**src/rtl/procbus_pkg.sv**
```systemverilog
// Constants, encodings and types shared by the processor bus master port.
// Assumes one core clock; the far end is bus slave logic on that clock.
// What this block does
// - Request fields mean something only while request valid is high.
// - Drive an 8-bit request control: transaction type and block size.
// - Request address is always aligned to the transfer size.
// - Write data rides writes, block writes and conditional writes.
// - Data path width is a parameter: 32, 64 or 128 bits.
// - One byte enable per data byte, for writes and for expected read lanes.
// - Every request carries a 6-bit tag returned with its response.
// - Drive a 2-bit request priority, 0x0 lowest, 0x3 highest.
// - A request moves only when request valid and ready are both high.
// - Response fields mean something only while response valid is high.
// - Response data width equals request data width.
// - A response beat moves only when its valid and ready are both high.
package procbus_pkg;

  localparam int ADDR_W = 32;
  localparam int CTL_W = 8;
  localparam int TAG_W = 6;
  localparam int PRIO_W = 2;
  localparam int DEFAULT_DATA_W = 32;
  localparam int NUM_TAGS = 64;
  localparam int CNT_W = 7;
  localparam int FIFO_DEPTH = 16;
  localparam int BEAT_W = 5;
  localparam int SIZE_W = 4;

  // Control byte layout: type in the high nibble, size code in the low one
  localparam int CTL_TYPE_LSB = 4;
  localparam int CTL_SIZE_LSB = 0;
  localparam int RSP_LAST_BIT = 0;
  localparam int MAX_BLOCK_LOG = 4;

  localparam logic [1:0] PRIO_LOW = 2'h0;
  localparam logic [1:0] PRIO_HIGH = 2'h3;
  localparam logic [CNT_W-1:0] OUTSTANDING_RESET = 7'h00;

  typedef enum logic [3:0] {
    REQ_READ = 4'h1,
    REQ_WRITE = 4'h2,
    REQ_BLOCK_READ = 4'h3,
    REQ_BLOCK_WRITE = 4'h4,
    REQ_COND_WRITE = 4'h5
  } req_type_t;

  typedef enum logic [1:0] {
    ST_IDLE = 2'b01,
    ST_BURST = 2'b10
  } fsm_state_t;

endpackage

```
**src/rtl/procbus_rsp_fifo.sv**
```systemverilog
// Response buffer: parameterised width and depth, valid/ready both sides.
// Assumes the writer respects in_ready_o; a push while full is dropped.
`timescale 1ns/1ps
module procbus_rsp_fifo #(
  parameter int WIDTH = 48,
  parameter int DEPTH = procbus_pkg::FIFO_DEPTH
) (
  input wire logic core_clk_i,
  input wire logic reset_n_i,
  input wire logic in_valid_i,
  output logic in_ready_o,
  input wire logic [WIDTH-1:0] in_data_i,
  output logic out_valid_o,
  input wire logic out_ready_i,
  output logic [WIDTH-1:0] out_data_o,
  output logic [$clog2(DEPTH):0] count_o
);
  import procbus_pkg::*;

  localparam int PTR_W = $clog2(DEPTH);

  typedef struct packed {
    logic [PTR_W-1:0] wr_ptr;
    logic [PTR_W-1:0] rd_ptr;
    logic [PTR_W:0] count;
  } fifo_st_t;

  fifo_st_t st_reg;
  fifo_st_t st_next;
  logic [WIDTH-1:0] mem [DEPTH];
  logic push;
  logic pop;

  assign in_ready_o = (st_reg.count != (PTR_W+1)'(DEPTH));
  assign out_valid_o = (st_reg.count != '0);
  assign out_data_o = mem[st_reg.rd_ptr];
  assign count_o = st_reg.count;
  assign push = in_valid_i && in_ready_o;
  assign pop = out_valid_o && out_ready_i;

  always_comb begin
    st_next = st_reg;
    if (push) begin
      st_next.wr_ptr = st_reg.wr_ptr + 1'b1;
    end
    if (pop) begin
      st_next.rd_ptr = st_reg.rd_ptr + 1'b1;
    end
    if (push && !pop) begin
      st_next.count = st_reg.count + 1'b1;
    end else if (pop && !push) begin
      st_next.count = st_reg.count - 1'b1;
    end
  end

  // Storage has no reset; only the pointers and count define what is valid
  always_ff @(posedge core_clk_i) begin
    if (push) begin
      mem[st_reg.wr_ptr] <= in_data_i;
    end
  end

  always_ff @(posedge core_clk_i or negedge reset_n_i) begin
    if (!reset_n_i) begin
      st_reg <= '0;
    end else begin
      st_reg <= st_next;
    end
  end

endmodule

```
**src/rtl/procbus_tag_pool.sv**
```systemverilog
// Pool of request tags: hands out the lowest free tag, takes tags back.
// Assumes a tag is only released while it is in use.
`timescale 1ns/1ps
module procbus_tag_pool (
  input wire logic core_clk_i,
  input wire logic reset_n_i,
  input wire logic alloc_i,
  output logic [procbus_pkg::TAG_W-1:0] tag_o,
  output logic avail_o,
  input wire logic release_i,
  input wire logic [procbus_pkg::TAG_W-1:0] release_tag_i,
  output logic [procbus_pkg::CNT_W-1:0] free_cnt_o
);
  import procbus_pkg::*;

  typedef struct packed {
    logic [NUM_TAGS-1:0] free;
    logic [CNT_W-1:0] free_cnt;
  } pool_st_t;

  pool_st_t st_reg;
  pool_st_t st_next;

  assign avail_o = |st_reg.free;
  assign free_cnt_o = st_reg.free_cnt;

  always_comb begin
    tag_o = '0;
    for (int i = NUM_TAGS - 1; i >= 0; i--) begin
      if (st_reg.free[i]) begin
        tag_o = TAG_W'(i);
      end
    end
  end

  always_comb begin
    st_next = st_reg;
    // Tags are reused without ordering; the slave must cope
    if (alloc_i && avail_o) begin
      st_next.free[tag_o] = 1'b0;
    end
    if (release_i) begin
      st_next.free[release_tag_i] = 1'b1;
    end
    if ((alloc_i && avail_o) && !release_i) begin
      st_next.free_cnt = st_reg.free_cnt - 1'b1;
    end else if (release_i && !(alloc_i && avail_o)) begin
      st_next.free_cnt = st_reg.free_cnt + 1'b1;
    end
  end

  always_ff @(posedge core_clk_i or negedge reset_n_i) begin
    if (!reset_n_i) begin
      st_reg.free <= '1;
      st_reg.free_cnt <= CNT_W'(NUM_TAGS);
    end else begin
      st_reg <= st_next;
    end
  end

endmodule

```
**src/rtl/procbus_master_port.sv**
```systemverilog
// Master end of the processor system bus: takes core requests, tags them,
// checks alignment, drives the bus request and buffers tagged responses.
// Assumes the slave answers every tagged request with a last-marked beat.
`timescale 1ns/1ps
module procbus_master_port #(
  parameter int DATA_W = procbus_pkg::DEFAULT_DATA_W,
  parameter int RSP_DEPTH = procbus_pkg::FIFO_DEPTH
) (
  input wire logic core_clk_i,
  input wire logic reset_n_i,
  input wire logic cpu_req_valid_i,
  output logic cpu_req_ready_o,
  input wire procbus_pkg::req_type_t cpu_req_type_i,
  input wire logic [procbus_pkg::SIZE_W-1:0] cpu_req_size_i,
  input wire logic [procbus_pkg::ADDR_W-1:0] cpu_req_addr_i,
  input wire logic [DATA_W-1:0] cpu_req_wdata_i,
  input wire logic [procbus_pkg::PRIO_W-1:0] cpu_req_prio_i,
  output logic cpu_req_error_o,
  output logic cpu_rsp_valid_o,
  input wire logic cpu_rsp_ready_i,
  output logic [procbus_pkg::CTL_W-1:0] cpu_rsp_control_o,
  output logic [DATA_W-1:0] cpu_rsp_rdata_o,
  output logic [procbus_pkg::TAG_W-1:0] cpu_rsp_tag_o,
  output logic [procbus_pkg::PRIO_W-1:0] cpu_rsp_prio_o,
  output logic [procbus_pkg::CNT_W-1:0] outstanding_o,
  output logic req_valid_out_o,
  output logic [procbus_pkg::CTL_W-1:0] req_control_out_o,
  output logic [procbus_pkg::ADDR_W-1:0] req_addr_out_o,
  output logic [DATA_W-1:0] req_wdata_out_o,
  output logic [DATA_W/8-1:0] req_byte_en_out_o,
  output logic [procbus_pkg::TAG_W-1:0] req_tag_out_o,
  output logic [procbus_pkg::PRIO_W-1:0] req_prio_out_o,
  input wire logic req_ready_in_i,
  input wire logic rsp_valid_in_i,
  input wire logic [procbus_pkg::CTL_W-1:0] rsp_control_in_i,
  input wire logic [DATA_W-1:0] rsp_rdata_in_i,
  input wire logic [procbus_pkg::TAG_W-1:0] rsp_tag_in_i,
  input wire logic [procbus_pkg::PRIO_W-1:0] rsp_prio_in_i,
  output logic rsp_ready_out_o
);
  import procbus_pkg::*;

  localparam int LANES = DATA_W / 8;
  localparam int LANE_W = $clog2(LANES);
  localparam int RSP_W = CTL_W + DATA_W + TAG_W + PRIO_W;
  localparam int FCNT_W = $clog2(RSP_DEPTH) + 1;

  // One response beat, packed as it sits in the buffer
  typedef struct packed {
    logic [CTL_W-1:0] ctl;
    logic [DATA_W-1:0] data;
    logic [TAG_W-1:0] tag;
    logic [PRIO_W-1:0] prio;
  } rsp_word_t;

  typedef struct packed {
    fsm_state_t state;
    logic [BEAT_W-1:0] beats_left;
    logic cpu_ready;
    logic cpu_error;
    logic req_valid;
    logic [CTL_W-1:0] req_ctl;
    logic [ADDR_W-1:0] req_addr;
    logic [DATA_W-1:0] req_wdata;
    logic [LANES-1:0] req_be;
    logic [TAG_W-1:0] req_tag;
    logic [PRIO_W-1:0] req_prio;
    logic rsp_ready;
    logic rsp_valid;
    rsp_word_t rsp_word;
    logic [CNT_W-1:0] outstanding;
  } port_st_t;

  port_st_t st_reg;
  port_st_t st_next;

  logic [TAG_W-1:0] pool_tag;
  logic pool_avail;
  logic pool_alloc;
  logic [CNT_W-1:0] pool_free;
  logic rsp_fire;
  logic rsp_last;
  logic fifo_in_ready;
  logic fifo_out_valid;
  logic fifo_out_ready;
  logic [RSP_W-1:0] fifo_out_data;
  logic [FCNT_W-1:0] fifo_count;
  logic [FCNT_W-1:0] fifo_count_next;
  rsp_word_t rsp_in_word;

  // Request decode of the current core request
  logic cpu_take;
  logic is_block;
  logic has_data;
  logic [SIZE_W:0] bytes_log;
  logic bad_size;
  logic misaligned;
  logic [ADDR_W-1:0] align_mask;
  logic [LANES-1:0] lane_mask;
  logic [BEAT_W-1:0] block_beats;
  logic slot_free;

  // Beats move only on valid with ready
  assign rsp_fire = rsp_valid_in_i && st_reg.rsp_ready && fifo_in_ready;
  assign rsp_last = rsp_control_in_i[RSP_LAST_BIT];

  // Incoming beat as it is buffered
  always_comb begin
    rsp_in_word.ctl = rsp_control_in_i;
    rsp_in_word.data = rsp_rdata_in_i;
    rsp_in_word.tag = rsp_tag_in_i;
    rsp_in_word.prio = rsp_prio_in_i;
  end

  // Unknown type codes pass as plain singles that carry no data
  always_comb begin
    is_block = 1'b0;
    has_data = 1'b0;
    case (cpu_req_type_i)
      REQ_WRITE: begin
        has_data = 1'b1;
      end
      REQ_COND_WRITE: begin
        has_data = 1'b1;
      end
      REQ_BLOCK_READ: begin
        is_block = 1'b1;
      end
      REQ_BLOCK_WRITE: begin
        is_block = 1'b1;
        has_data = 1'b1;
      end
      default: begin
        is_block = 1'b0;
        has_data = 1'b0;
      end
    endcase
  end
  assign block_beats = BEAT_W'(1) << cpu_req_size_i;

  always_comb begin
    bad_size = 1'b0;
    bytes_log = {1'b0, cpu_req_size_i};
    if (is_block) begin
      bytes_log = (SIZE_W+1)'(LANE_W) + {1'b0, cpu_req_size_i};
      bad_size = (cpu_req_size_i == '0) ||
                 (cpu_req_size_i > SIZE_W'(MAX_BLOCK_LOG));
    end else begin
      bad_size = (cpu_req_size_i > SIZE_W'(LANE_W));
    end
  end

  // Transfer-size alignment is enforced, never passed on
  assign align_mask = (ADDR_W'(1) << bytes_log) - ADDR_W'(1);
  assign misaligned = |(cpu_req_addr_i & align_mask);

  // Lane enables: all lanes for blocks, size window at offset otherwise
  always_comb begin
    lane_mask = '0;
    for (int i = 0; i < LANES; i++) begin
      if (is_block) begin
        lane_mask[i] = 1'b1;
      end else begin
        lane_mask[i] = (i >= int'(cpu_req_addr_i[LANE_W-1:0])) &&
          (i < int'(cpu_req_addr_i[LANE_W-1:0]) +
               (1 << cpu_req_size_i));
      end
    end
  end

  assign cpu_take = cpu_req_valid_i && st_reg.cpu_ready;
  // A tag is drawn only for the first beat of a fresh transaction
  assign pool_alloc = cpu_take && (st_reg.state == ST_IDLE) &&
                      !bad_size && !misaligned;

  always_comb begin
    st_next = st_reg;
    st_next.cpu_error = 1'b0;
    slot_free = 1'b0;

    // Hold the request until the slave takes it
    if (st_reg.req_valid && req_ready_in_i) begin
      st_next.req_valid = 1'b0;
    end

    if (cpu_take) begin
      unique case (st_reg.state)
        ST_IDLE: begin
          if (bad_size || misaligned) begin
            st_next.cpu_error = 1'b1;
          end else begin
            st_next.req_valid = 1'b1;
            st_next.req_ctl = {cpu_req_type_i, cpu_req_size_i};
            st_next.req_addr = cpu_req_addr_i;
            st_next.req_be = lane_mask;
            st_next.req_tag = pool_tag;
            st_next.req_prio = cpu_req_prio_i;
            // Reads carry zeros so a snooping slave sees no stale data
            st_next.req_wdata = has_data ? cpu_req_wdata_i : '0;
            if (cpu_req_type_i == REQ_BLOCK_WRITE) begin
              st_next.state = ST_BURST;
              st_next.beats_left = block_beats - BEAT_W'(1);
            end
          end
        end
        ST_BURST: begin
          // Later beats reuse the latched control, address and tag
          st_next.req_valid = 1'b1;
          st_next.req_wdata = cpu_req_wdata_i;
          st_next.beats_left = st_reg.beats_left - BEAT_W'(1);
          if (st_reg.beats_left == BEAT_W'(1)) begin
            st_next.state = ST_IDLE;
          end
        end
      endcase
    end

    // Core may offer again once the bus slot empties; costs one idle cycle
    slot_free = !st_next.req_valid;
    if (st_next.state == ST_BURST) begin
      st_next.cpu_ready = slot_free && !cpu_take;
    end else begin
      // Free count lags an allocation by a cycle, so keep one tag spare
      st_next.cpu_ready = slot_free && !cpu_take && pool_avail &&
                          (pool_free > CNT_W'(1));
    end

    // Response path: ready from the flop keeps a one-entry margin
    fifo_count_next = fifo_count;
    if (rsp_fire && !(fifo_out_valid && fifo_out_ready)) begin
      fifo_count_next = fifo_count + FCNT_W'(1);
    end else if (!rsp_fire && fifo_out_valid && fifo_out_ready) begin
      fifo_count_next = fifo_count - FCNT_W'(1);
    end
    st_next.rsp_ready = fifo_count_next <= FCNT_W'(RSP_DEPTH - 2);

    // Core-facing response stage
    if (fifo_out_ready) begin
      st_next.rsp_valid = fifo_out_valid;
      if (fifo_out_valid) begin
        st_next.rsp_word = rsp_word_t'(fifo_out_data);
      end
    end

    st_next.outstanding = CNT_W'(NUM_TAGS) - pool_free;
  end

  assign fifo_out_ready = !st_reg.rsp_valid || cpu_rsp_ready_i;

  procbus_tag_pool u_tag_pool (
    .core_clk_i(core_clk_i),
    .reset_n_i(reset_n_i),
    .alloc_i(pool_alloc),
    .tag_o(pool_tag),
    .avail_o(pool_avail),
    .release_i(rsp_fire && rsp_last),
    .release_tag_i(rsp_tag_in_i),
    .free_cnt_o(pool_free)
  );

  // Fields are sampled only on a qualified beat
  procbus_rsp_fifo #(
    .WIDTH(RSP_W),
    .DEPTH(RSP_DEPTH)
  ) u_rsp_fifo (
    .core_clk_i(core_clk_i),
    .reset_n_i(reset_n_i),
    .in_valid_i(rsp_valid_in_i && st_reg.rsp_ready),
    .in_ready_o(fifo_in_ready),
    .in_data_i(rsp_in_word),
    .out_valid_o(fifo_out_valid),
    .out_ready_i(fifo_out_ready),
    .out_data_o(fifo_out_data),
    .count_o(fifo_count)
  );

  always_ff @(posedge core_clk_i or negedge reset_n_i) begin
    if (!reset_n_i) begin
      st_reg <= '0;
      st_reg.state <= ST_IDLE;
      st_reg.req_prio <= PRIO_LOW;
      st_reg.outstanding <= OUTSTANDING_RESET;
    end else begin
      st_reg <= st_next;
    end
  end

  assign cpu_req_ready_o = st_reg.cpu_ready;
  assign cpu_req_error_o = st_reg.cpu_error;
  assign cpu_rsp_valid_o = st_reg.rsp_valid;
  assign cpu_rsp_control_o = st_reg.rsp_word.ctl;
  assign cpu_rsp_rdata_o = st_reg.rsp_word.data;
  assign cpu_rsp_tag_o = st_reg.rsp_word.tag;
  assign cpu_rsp_prio_o = st_reg.rsp_word.prio;
  assign outstanding_o = st_reg.outstanding;
  assign req_valid_out_o = st_reg.req_valid;
  assign req_control_out_o = st_reg.req_ctl;
  assign req_addr_out_o = st_reg.req_addr;
  assign req_wdata_out_o = st_reg.req_wdata;
  assign req_byte_en_out_o = st_reg.req_be;
  assign req_tag_out_o = st_reg.req_tag;
  assign req_prio_out_o = st_reg.req_prio;
  assign rsp_ready_out_o = st_reg.rsp_ready;

endmodule

```
**config.mk**
```make
export PLATFORM = sky130hd
export DESIGN_NAME = procbus_master_port
export DESIGN_NICKNAME = d
export VERILOG_FILES = /design/src/rtl/procbus_pkg.sv /design/src/rtl/procbus_rsp_fifo.sv /design/src/rtl/procbus_tag_pool.sv /design/src/rtl/procbus_master_port.sv
export SDC_FILE = /design/constraint.sdc
export NUM_CORES = 1
export LEC_CHECK = 0
export BUFFER_PORTS_ARGS = -buffer_cell sky130_fd_sc_hd__clkbuf_2
export CAP_MARGIN = 20
export CORE_ASPECT_RATIO = 1.75
export CORE_MARGIN = 10
export CORE_UTILIZATION = 40
export CTS_CLUSTER_DIAMETER = 50
export DETAILED_ROUTE_END_ITERATION = 7
export HOLD_SLACK_MARGIN = 0.08
export PLACE_DENSITY = 0.66
export SYNTH_ARGS = -nofsm -noshare
export SYNTH_HDL_FRONTEND = slang
export SYNTH_SLANG_ARGS = --single-unit
```
**constraint.sdc**
```tcl
create_clock -name core_clk_i -period 5.2 [get_ports core_clk_i]
set_input_delay 0.52 -clock core_clk_i [delete_from_list [all_inputs] [get_ports core_clk_i]]
set_output_delay 0.52 -clock core_clk_i [all_outputs]
set_load 0.02 [all_outputs]
```
==> results of run 1 <==
[critical path, delay by kind of cell]
kind / cells / cell delay (ns)
AOI/OAI and AO/OA: 8 / 2.99
adders and majority gates: 1 / 0.35
buffers and inverters: 2 / 0.37
and+or+nand+nor: 2 / 0.79
[cell families (layout without fill, tap and decap cells)]
family,after synthesis,in the layout,synth area share
and+or+nand+nor,565,565,0.06375
other,0,3,0
DFF,1003,1003,0.6879
AOI/OAI and AO/OA,419,419,0.07182
adders and majority gates,21,21,0.006405
muxes,340,340,0.1215
buffers and inverters,330,628,0.04329
xor gates and xnor gates,25,25,0.005367
[path summary, 6_finish.rpt]
| path | startpoint | endpoint | slack (ns) | cells past startpoint |
|---|---|---|---|---|
| max in group asynchronous | reset_n_i | outstanding_o[2] | 3.73 | 3 |
| worst min-delay path | cpu_rsp_ready_i | cpu_rsp_valid_o | 0.11 | 3 |
| worst max-delay path | cpu_req_size_i[1] | req_wdata_out_o[19] | 0.76 | 13 |
| worst min register to register | cpu_rsp_rdata_o[8] | cpu_rsp_rdata_o[8] | 0.48 | 2 |
| min in group asynchronous | reset_n_i | cpu_rsp_tag_o[5] | 0.35 | 2 |
| worst max register to register | u_tag_pool.st_reg[69] | u_tag_pool.st_reg[58] | 1.42 | 10 |
[cells in the final DEF (no fill, tap or decap), types with 10 or more instances in the layout]
cell                            instances
sky130_fd_sc_hd__edfxtp_1             768
sky130_fd_sc_hd__clkbuf_2             270
sky130_fd_sc_hd__nand2_1              178
sky130_fd_sc_hd__dfrtp_1              165
sky130_fd_sc_hd__mux2i_1              150
sky130_fd_sc_hd__nor2_1               147
sky130_fd_sc_hd__mux4_2               132
sky130_fd_sc_hd__o21ai_0              118
sky130_fd_sc_hd__clkbuf_16             98
sky130_fd_sc_hd__a22o_1                83
sky130_fd_sc_hd__o221ai_1              74
sky130_fd_sc_hd__dfstp_2               66
sky130_fd_sc_hd__dlygate4sd3_1         59
sky130_fd_sc_hd__mux2_2                58
sky130_fd_sc_hd__buf_4                 53
sky130_fd_sc_hd__a21oi_1               44
sky130_fd_sc_hd__inv_1                 41
sky130_fd_sc_hd__nand3_1               40
sky130_fd_sc_hd__nor3_1                36
sky130_fd_sc_hd__nand4_1               31
sky130_fd_sc_hd__nor4_1                26
sky130_fd_sc_hd__clkbuf_1              25
sky130_fd_sc_hd__ha_1                  20
sky130_fd_sc_hd__buf_12                19
sky130_fd_sc_hd__xnor2_1               15
sky130_fd_sc_hd__nand2b_1              13
sky130_fd_sc_hd__clkinv_2              13
sky130_fd_sc_hd__nor2_4                12
sky130_fd_sc_hd__and3_1                11
sky130_fd_sc_hd__o211ai_1              11
sky130_fd_sc_hd__clkinv_1              10
[area by class of cell]
cell class / instances / area share
clock inverter: 57 / 0.01388
clock buffer: 125 / 0.05318
multi-input combinational: 1370 / 0.2378
sequential: 1003 / 0.6001
tap: 1351 / 0.03493
timing repair buffer: 403 / 0.05662
antenna: 3 / 0.0001551
inverter: 43 / 0.003387
[stage by stage]
stage                     setup slack (ns)  utilization
after global placement              0.2104       0.4254
final                               0.7643       0.4622
after global routing                0.5181       0.4622
after detailed placement            0.1393       0.4254
after floorplan                     0.1335            -
after CTS                           0.8728       0.4621
[power by group]
| group | internal [W] | switching, W |
|---|---|---|
| Clock | 0.00401 | 0.00314 |
| Sequential | 0.00947 | 0.000630 |
| Combinational | 0.00256 | 0.00359 |
| Total | 0.0160 | 0.00736 |
[per-layer routing]
layer / wire length [µm] / vias up / GRT usage
met5: 80 / - / 0
met3: 7241 / 227 / 0.04086
met1: 39800 / 12470 / 0.2031
met2: 53430 / 905 / 0.3051
met4: 3946 / 10 / 0.07399
li1: - / 10800 / -
==> summary by stage, run 1 <==
Timing
The number of max-slew violations in the final report is 0. The fmax is 0.2254 GHz. Hold is met by ~0.11 ns.

In the finished design, the share of the clock period the worst path needs comes to 0.8530. Setup repair after global routing left no endpoint under its margin. The total negative slack for setup checks is 0 ns. The clock arrives with 0.04827 ns of skew. Setup violations remaining at the end of the flow were counted as 0. At the pin with the least slew margin, the transition time is 1.115 ns. The hold violation count in the final report came to 0. In this run the tightest slew margin relative to its limit is 0.2508. The clock period minus worst slack is approximately 4.4 ns.

Setup path
Of all nets on the critical path, the largest fanout is 32. At the worst endpoint, the required time is roughly 5.8 ns. The library cell contributing the largest single delay on the critical path is sky130_fd_sc_hd__a221oi_1. On the worst path, the slowest cell contributes a delay of ~0.67 ns.

The worst setup path is launched from a primary input. The type of destination of the critical path is a flop. The data arrival time of the critical path is roughly 5 ns.

Traced cell by cell, the critical path runs through clkbuf_2 -> ha_1 -> nor4bb_1 -> a221oi_1 -> o211ai_2 -> o21ai_0 -> o2bb2ai_1 -> o21ai_1 -> a2111o_1 -> or3_1 -> o41ai_4 -> buf_12 -> a22o_1. The critical path in this run is classified as primary input to flop.

Synth
After synthesis, the cell types taking the most area are sky130_fd_sc_hd__edfxtp_1 (55%), sky130_fd_sc_hd__dfrtp_1 (10%), sky130_fd_sc_hd__mux4_2 (7.0%). The largest total area in the synthesized netlist belongs to sky130_fd_sc_hd__edfxtp_1. The commonest register cell after synthesis is sky130_fd_sc_hd__edfxtp_1. A synthesized cell averages ~16 µm². Yosys mapped the design onto 85 distinct sky130hd cell types. The synthesized design contains around 770 enable-type register cells.

The total number of yosys warnings is 0. sky130_fd_sc_hd__edfxtp_1 is the most common cell in the netlist. The number of flip-flops and latches in the synthesized netlist is 1003. The share of synthesized area in the top cell type comes to 0.5465. Counting every net in the synthesized netlist gives around 2900. Summing every instance area after synthesis gives about 42000 µm². Synthesis handed over a netlist of ~2700 instances. Counting instances in the post-synthesis netlist gives the leading cell types as sky130_fd_sc_hd__edfxtp_1 (768), sky130_fd_sc_hd__nand2_1 (179), sky130_fd_sc_hd__dfrtp_1 (169). The post-synthesis async set-or-reset flop share is 0.2343. For this run, the register share of the synthesized area comes to 0.6879.

Die
In this run the core area contains 157 standard-cell rows. The die covers 119400 µm². The die boundary width is 265.5 µm. The initial core utilization is 0.4030.

The die is about 450 µm tall. The area inside the core boundary is 104700 µm². between 200 and 300 I/O pins were placed.

Routing
After detailed routing, the average wire length per cell comes to about 24 µm. The number of nets still failing antenna checks after routing is 0. In the routed layout, each cell is associated on average with a via count of about 5.6. For this run, design rule violations remaining after detail routing come to 0. The detailed router finished its first iteration with 1686 violations. The routed via count is approximately 24000. For this run, the detailed router's first-pass iteration total came to 5.

The total wire length is between 100 and 150 mm.

Global route
Across every metal layer, demand over resource in global routing totals 0.1749. The initial antenna violation count was 9. The first-pass GRT wire length is 160.2 mm.

The aggregate global routing overflow is 0. The via count of the first global-routing pass came to 25920. Entering global routing, the biggest net connects 109 pins.

Power
The leakage power total is about 17 nW. The worst vdd rail ir drop is around 380 µV. The total power draw is between 0.02 and 0.025 W. The power density normalized to cell area is 483.5 nW/µm².

Clock tree
The clock network latency to the later pin of the worst-skew pair is about 0.7 ns. The clock-pin slew on the worst setup and hold paths is ~0.060 ns. The root buffer cell chosen for the clock tree is sky130_fd_sc_hd__clkbuf_16. The maximum buffer depth of the clock tree is 3.

The H-tree was split into 3 levels. Clock tree synthesis found a total of about 1000 sinks. The number of hold buffers added after CTS is 59.

Gates resized during post-CTS repair numbered 0. The number of buffers added by the clock tree synthesis step is 96. The number of post-CTS setup repair buffers is 0. TritonCTS built the clock tree.

Placed design
Summed over all nets, the half-perimeter wirelength after detailed placement is 61.97 mm. The placed instances occupy a cell area of between 40000 and 50000 µm². The number of placed instances, taps included, is 4110. At the end of routability-driven placement, the weighted congestion stood at approximately 0.97. The count of buffers added on input and output ports is between 200 and 300.

Cells and area
The net count of the finished layout is roughly 3100. In the final layout, the multi-input gates occupy ~12000 µm². Of the cells placed in the final design, the portion with a size suffix greater than 1 is 0.2652. The final standard cell count with taps included and fillers excluded is roughly 4400. Summing all non-filler instances in the final layout gives an area of around 48000 µm². Across the whole layout, storage elements account for 29040 µm². The register with the most flip-flops in the layout has approximately 770 of them. The area growth from synthesis to layout is 14.69%. Counting the fill cells in the layout gives 8942.

Outcome
The flow ran to the end, and the final reports show no timing, DRC or antenna violations.

Min path
The path class of the tightest hold or removal check is primary input to flop.

Job
The tool flagged a number of max-cap violations equal to 0.
Note: power is estimated with default switching activity, not from simulation.
==> inputs of run 2 (changes only) <==
Settings changed: HOLD_SLACK_MARGIN 0.08 to unset, PLACE_DENSITY 0.66 to 0.63, SYNTH_HIERARCHICAL set to 1.
Clock period 5.2 ns to 4.8 ns, I/O delays scaled along.
==> run 2 against run 1 <==
Against the previous run: cell count rose by 3.4%; combinational power grew 23%; critical path depth rose by 13; highest routed layer unchanged.
==> summary by stage, run 2 <==
Setup path
The worst register-to-register path begins at u_tag_pool/st_reg[30]. The startpoint type of the worst setup path is a primary input. The most critical setup path has its startpoint at cpu_req_type_i[2].

Of all nets on the critical path, the largest fanout is 6. The type of destination of the critical path is a flop. The data arrival time of the critical path is about 5.4 ns. The endpoint required time on the critical path is between 5 and 6 ns.

Setup slack on the worst reg-to-reg path comes out at around 0.86 ns. The timing endpoint of the critical path is u_tag_pool/free_cnt_o[6]. The worst-case reg-to-reg path depth is 16. The endpoint identified for the worst register-to-register timing path is u_tag_pool/free_cnt_o[6]. The critical path is of the primary input to flop type.

Global route
Entering global routing, the biggest net connects 99 pins. The via count of the first global-routing pass was around 26000. The all-layer global routing usage is 0.1804.

The initial antenna violation count came to 5. The first-pass GRT wire length is approximately 170 mm. The aggregate global routing overflow is 0.

Power
The worst vdd rail ir drop is around 530 µV. The leakage power total is ~19 nW. Total power for the finished layout comes to 0.02671 W.

For this design the ratio of total power to cell area is approximately 530 nW/µm².

Synth
The synthesized design contains 768 enable-type register cells. After synthesis, the cell types taking the most area are sky130_fd_sc_hd__edfxtp_1 (53%), sky130_fd_sc_hd__dfrtp_1 (9.8%), sky130_fd_sc_hd__mux4_2 (5.0%). In this run, synthesis produced a sequential element count of around 1000.

By instance count, the leading cell after synthesis is sky130_fd_sc_hd__edfxtp_1. The sequential share of the synthesized area is 0.6702. After synthesis, the mean cell area works out to ~16 µm². The combined area of all synthesized cells is between 40000 and 50000 µm². The commonest register cell after synthesis is sky130_fd_sc_hd__edfxtp_1.

Of the post-synthesis cell area, the dominant cell type holds 0.5325. For this run, the number of Yosys warnings is 6. In the synthesized netlist, the cells that appear most often are sky130_fd_sc_hd__edfxtp_1 (768), sky130_fd_sc_hd__mux2i_1 (195), sky130_fd_sc_hd__dfrtp_1 (169), sky130_fd_sc_hd__nor2_1 (169), sky130_fd_sc_hd__buf_4 (164). The post-synthesis cell type count is 98. Counting flops with an async set or reset pin after synthesis yields a share of 0.2343. The cell type with the largest total area after synthesis is sky130_fd_sc_hd__edfxtp_1.

Synthesis produced 2778 cells. The net count after synthesis is between 2000 and 3000.

Placed design
Detailed placement ended at an HPWL of 66.71 mm. The routability congestion estimate is 0.8981. The count of buffers added on input and output ports is 271.

Timing
The hold violation count in the final report came to 0. The number of max-slew violations in the final report is 0. Headroom to the max-slew limit came out at 0.2465. After layout, the minimum clock period comes to ~4.8 ns. Dividing the final minimum period by the clock period gives 0.9915.

Setup violations remaining at the end of the flow were counted as 0. The clock skew after layout is 0.01622 ns. The transition time at the pin with the least slew margin is 1.126 ns. The total negative slack for setup checks is 0 ns. The fmax is 0.2101 GHz. Setup repair after global routing could not meet its margin everywhere.

Die
The count of pins on the block boundary is between 200 and 300. The initial core utilization is 0.4032. The die boundary width is ~270 µm.

The area of the die is 122400 µm². The number of rows in the core area is between 150 and 200. The area inside the core boundary is about 110000 µm². The chip height is roughly 460 µm.

Min path
The depth of the worst hold-timing path is 2. The class of the tightest hold or removal check is primary input to flop.

Cells and area
The post-synthesis to final-layout area growth is 15.73%. The register with the most flip-flops in the layout has between 700 and 800 of them. In the final layout, the share of cells above drive strength 1 is 0.3053. Leaving out fill and tap cells, the most frequent cells in the layout are sky130_fd_sc_hd__edfxtp_1 (768), sky130_fd_sc_hd__clkbuf_2 (266), sky130_fd_sc_hd__mux2i_1 (195). The library cell used most frequently in the layout, excluding fill and tap cells, is sky130_fd_sc_hd__edfxtp_1. The total of fill cells in the finished design is just over 9000. The net count of the finished layout is between 3000 and 4000.

Clock tree
The maximum buffer depth of the clock tree is 3. TritonCTS built the clock tree. The number of buffers added by the clock tree synthesis step is 98. The TritonCTS sink count is about 1000. Clock-pin slew was measured on the worst setup and hold paths at approximately 0.070 ns. The cell sitting at the root of the clock tree is a sky130_fd_sc_hd__clkbuf_16. The clock network latency to the later pin of the worst-skew pair is 0.70 ns. The level count of the clock H-tree is 3.

Outcome
The run finished with clean final reports.

Routing
The per-cell via count in the routed design is roughly 5.6. The first TritonRoute pass finished after 6 iterations. The total wire length is between 100 and 150 mm.

The wire length per cell after detailed routing is about 25 µm. After detailed routing, the number of remaining DRC violations is 0. The routed via count is 25200.

The number of nets still failing antenna checks after routing is 0. In this run, the number of DRC markers left after iteration 0 of detailed routing was roughly 1700.

Job
The tool flagged a number of max-cap violations equal to 0.
## run 2: changes by cell type after synthesis, sizes merged, moves of 48 or more
cell	delta
a221oi	+96
a22o	-48
a31oi	+51
nand2	-67
o221ai	-68
## run 2: how the worst min path moves through the flow
stage,from,to,slack (ns)
floorplan,reset_n_i,cpu_req_error_o,0.18
global placement,u_tag_pool/st_reg[31],u_tag_pool/st_reg[31],0.47
detailed placement,u_tag_pool/st_reg[31],u_tag_pool/st_reg[31],0.47
CTS,cpu_req_addr_i[5],req_addr_out_o[5],0.01
global route,cpu_req_type_i[1],req_control_out_o[5],0.03
finish,cpu_req_type_i[1],req_control_out_o[5],0.05
## run 2: repair_timing
item                                    in CTS  in global routing
endpoints found under the setup margin       1                  3
buffers inserted                            11                 11
resized for setup                            9                 32
hold buffers                                43                  0
hold endpoints to repair                   106                  0
pin swaps                                   14                 26
gates cloned                                 0                  0
## run 2: report_power, final
group	leakage [nW]	internal (W)	switching, W
combinational	7.16	0.00308	0.00448
clock	1.69	0.00484	0.00340
sequential	9.76	0.0103	0.000630
total	18.6	0.0182	0.00851
## run 2: layer usage
metal  global-route usage  part of all wire
met1               0.2162              0.39
met2               0.3164              0.52
met3              0.02824             0.051
met4              0.07954             0.038
met5                    0           0.00024
## run 2: worst max-delay path: stages
cell                       delay [ns]
sky130_fd_sc_hd__buf_8           0.10
sky130_fd_sc_hd__nor4bb_4        0.47
sky130_fd_sc_hd__nand2b_4        0.24
sky130_fd_sc_hd__a21oi_4         0.08
sky130_fd_sc_hd__nor3_4          0.21
sky130_fd_sc_hd__nand2_2         0.09
sky130_fd_sc_hd__ha_4            0.18
sky130_fd_sc_hd__buf_4           0.14
sky130_fd_sc_hd__o21ai_2         0.07
sky130_fd_sc_hd__o22ai_1         0.10
sky130_fd_sc_hd__or4_4           0.55
sky130_fd_sc_hd__nor4_4          0.25
sky130_fd_sc_hd__nand3_4         0.11
sky130_fd_sc_hd__or3_4           0.42
sky130_fd_sc_hd__inv_8           0.07
sky130_fd_sc_hd__and2_4          0.15
sky130_fd_sc_hd__ha_4            0.16
sky130_fd_sc_hd__inv_4           0.04
sky130_fd_sc_hd__fa_2            0.36
sky130_fd_sc_hd__nor2b_2         0.14
sky130_fd_sc_hd__o21ai_2         0.08
sky130_fd_sc_hd__a21oi_2         0.18
sky130_fd_sc_hd__o21ai_2         0.10
sky130_fd_sc_hd__nand3_1         0.08
sky130_fd_sc_hd__or3b_4          0.38
sky130_fd_sc_hd__xnor2_2         0.15
## run 2: layout make-up
class	instances	area, µm²	share of cell area
Timing Repair Buffer	466	3179	0.06343
Clock buffer	120	2608	0.05202
Sequential cell	1003	29040	0.5793
Clock inverter	62	855.8	0.01707
Inverter	50	197.7	0.003944
Multi-Input combinational cell	1427	12520	0.2498
Tap cell	1368	1712	0.03415
Antenna cell	6	15.01	0.0002995
## run 2: logic make-up (layout without fill, tap and decap cells)
kind of cell,Yosys count,after routing,synth area share
xor+xnor,33,33,0.006847
other cells,0,6,0
compound gates,498,498,0.08459
simple gates,472,472,0.05422
buf+inv,348,698,0.04920
mux,393,393,0.1256
flops,1003,1003,0.6702
fa+ha+maj,31,31,0.009418
## run 2: metrics by stage
| step | setup slack (ns) | cells | hold slack [ns] | area, µm² | utilization |
|---|---|---|---|---|---|
| after floorplan | -0.8393 | 2778 | 0.1844 | 43460 | - |
| after global placement | -0.9102 | 4250 | 0.4659 | 45910 | 0.4273 |
| after detailed placement | -0.9289 | 4251 | 0.4704 | 45910 | 0.4274 |
| after CTS | 0.01015 | 4487 | 0.009687 | 49930 | 0.4647 |
| after global routing | -0.1688 | 4499 | 0.02681 | 50120 | 0.4665 |
| final | 0.04086 | 4502 | 0.04893 | 50120 | 0.4666 |
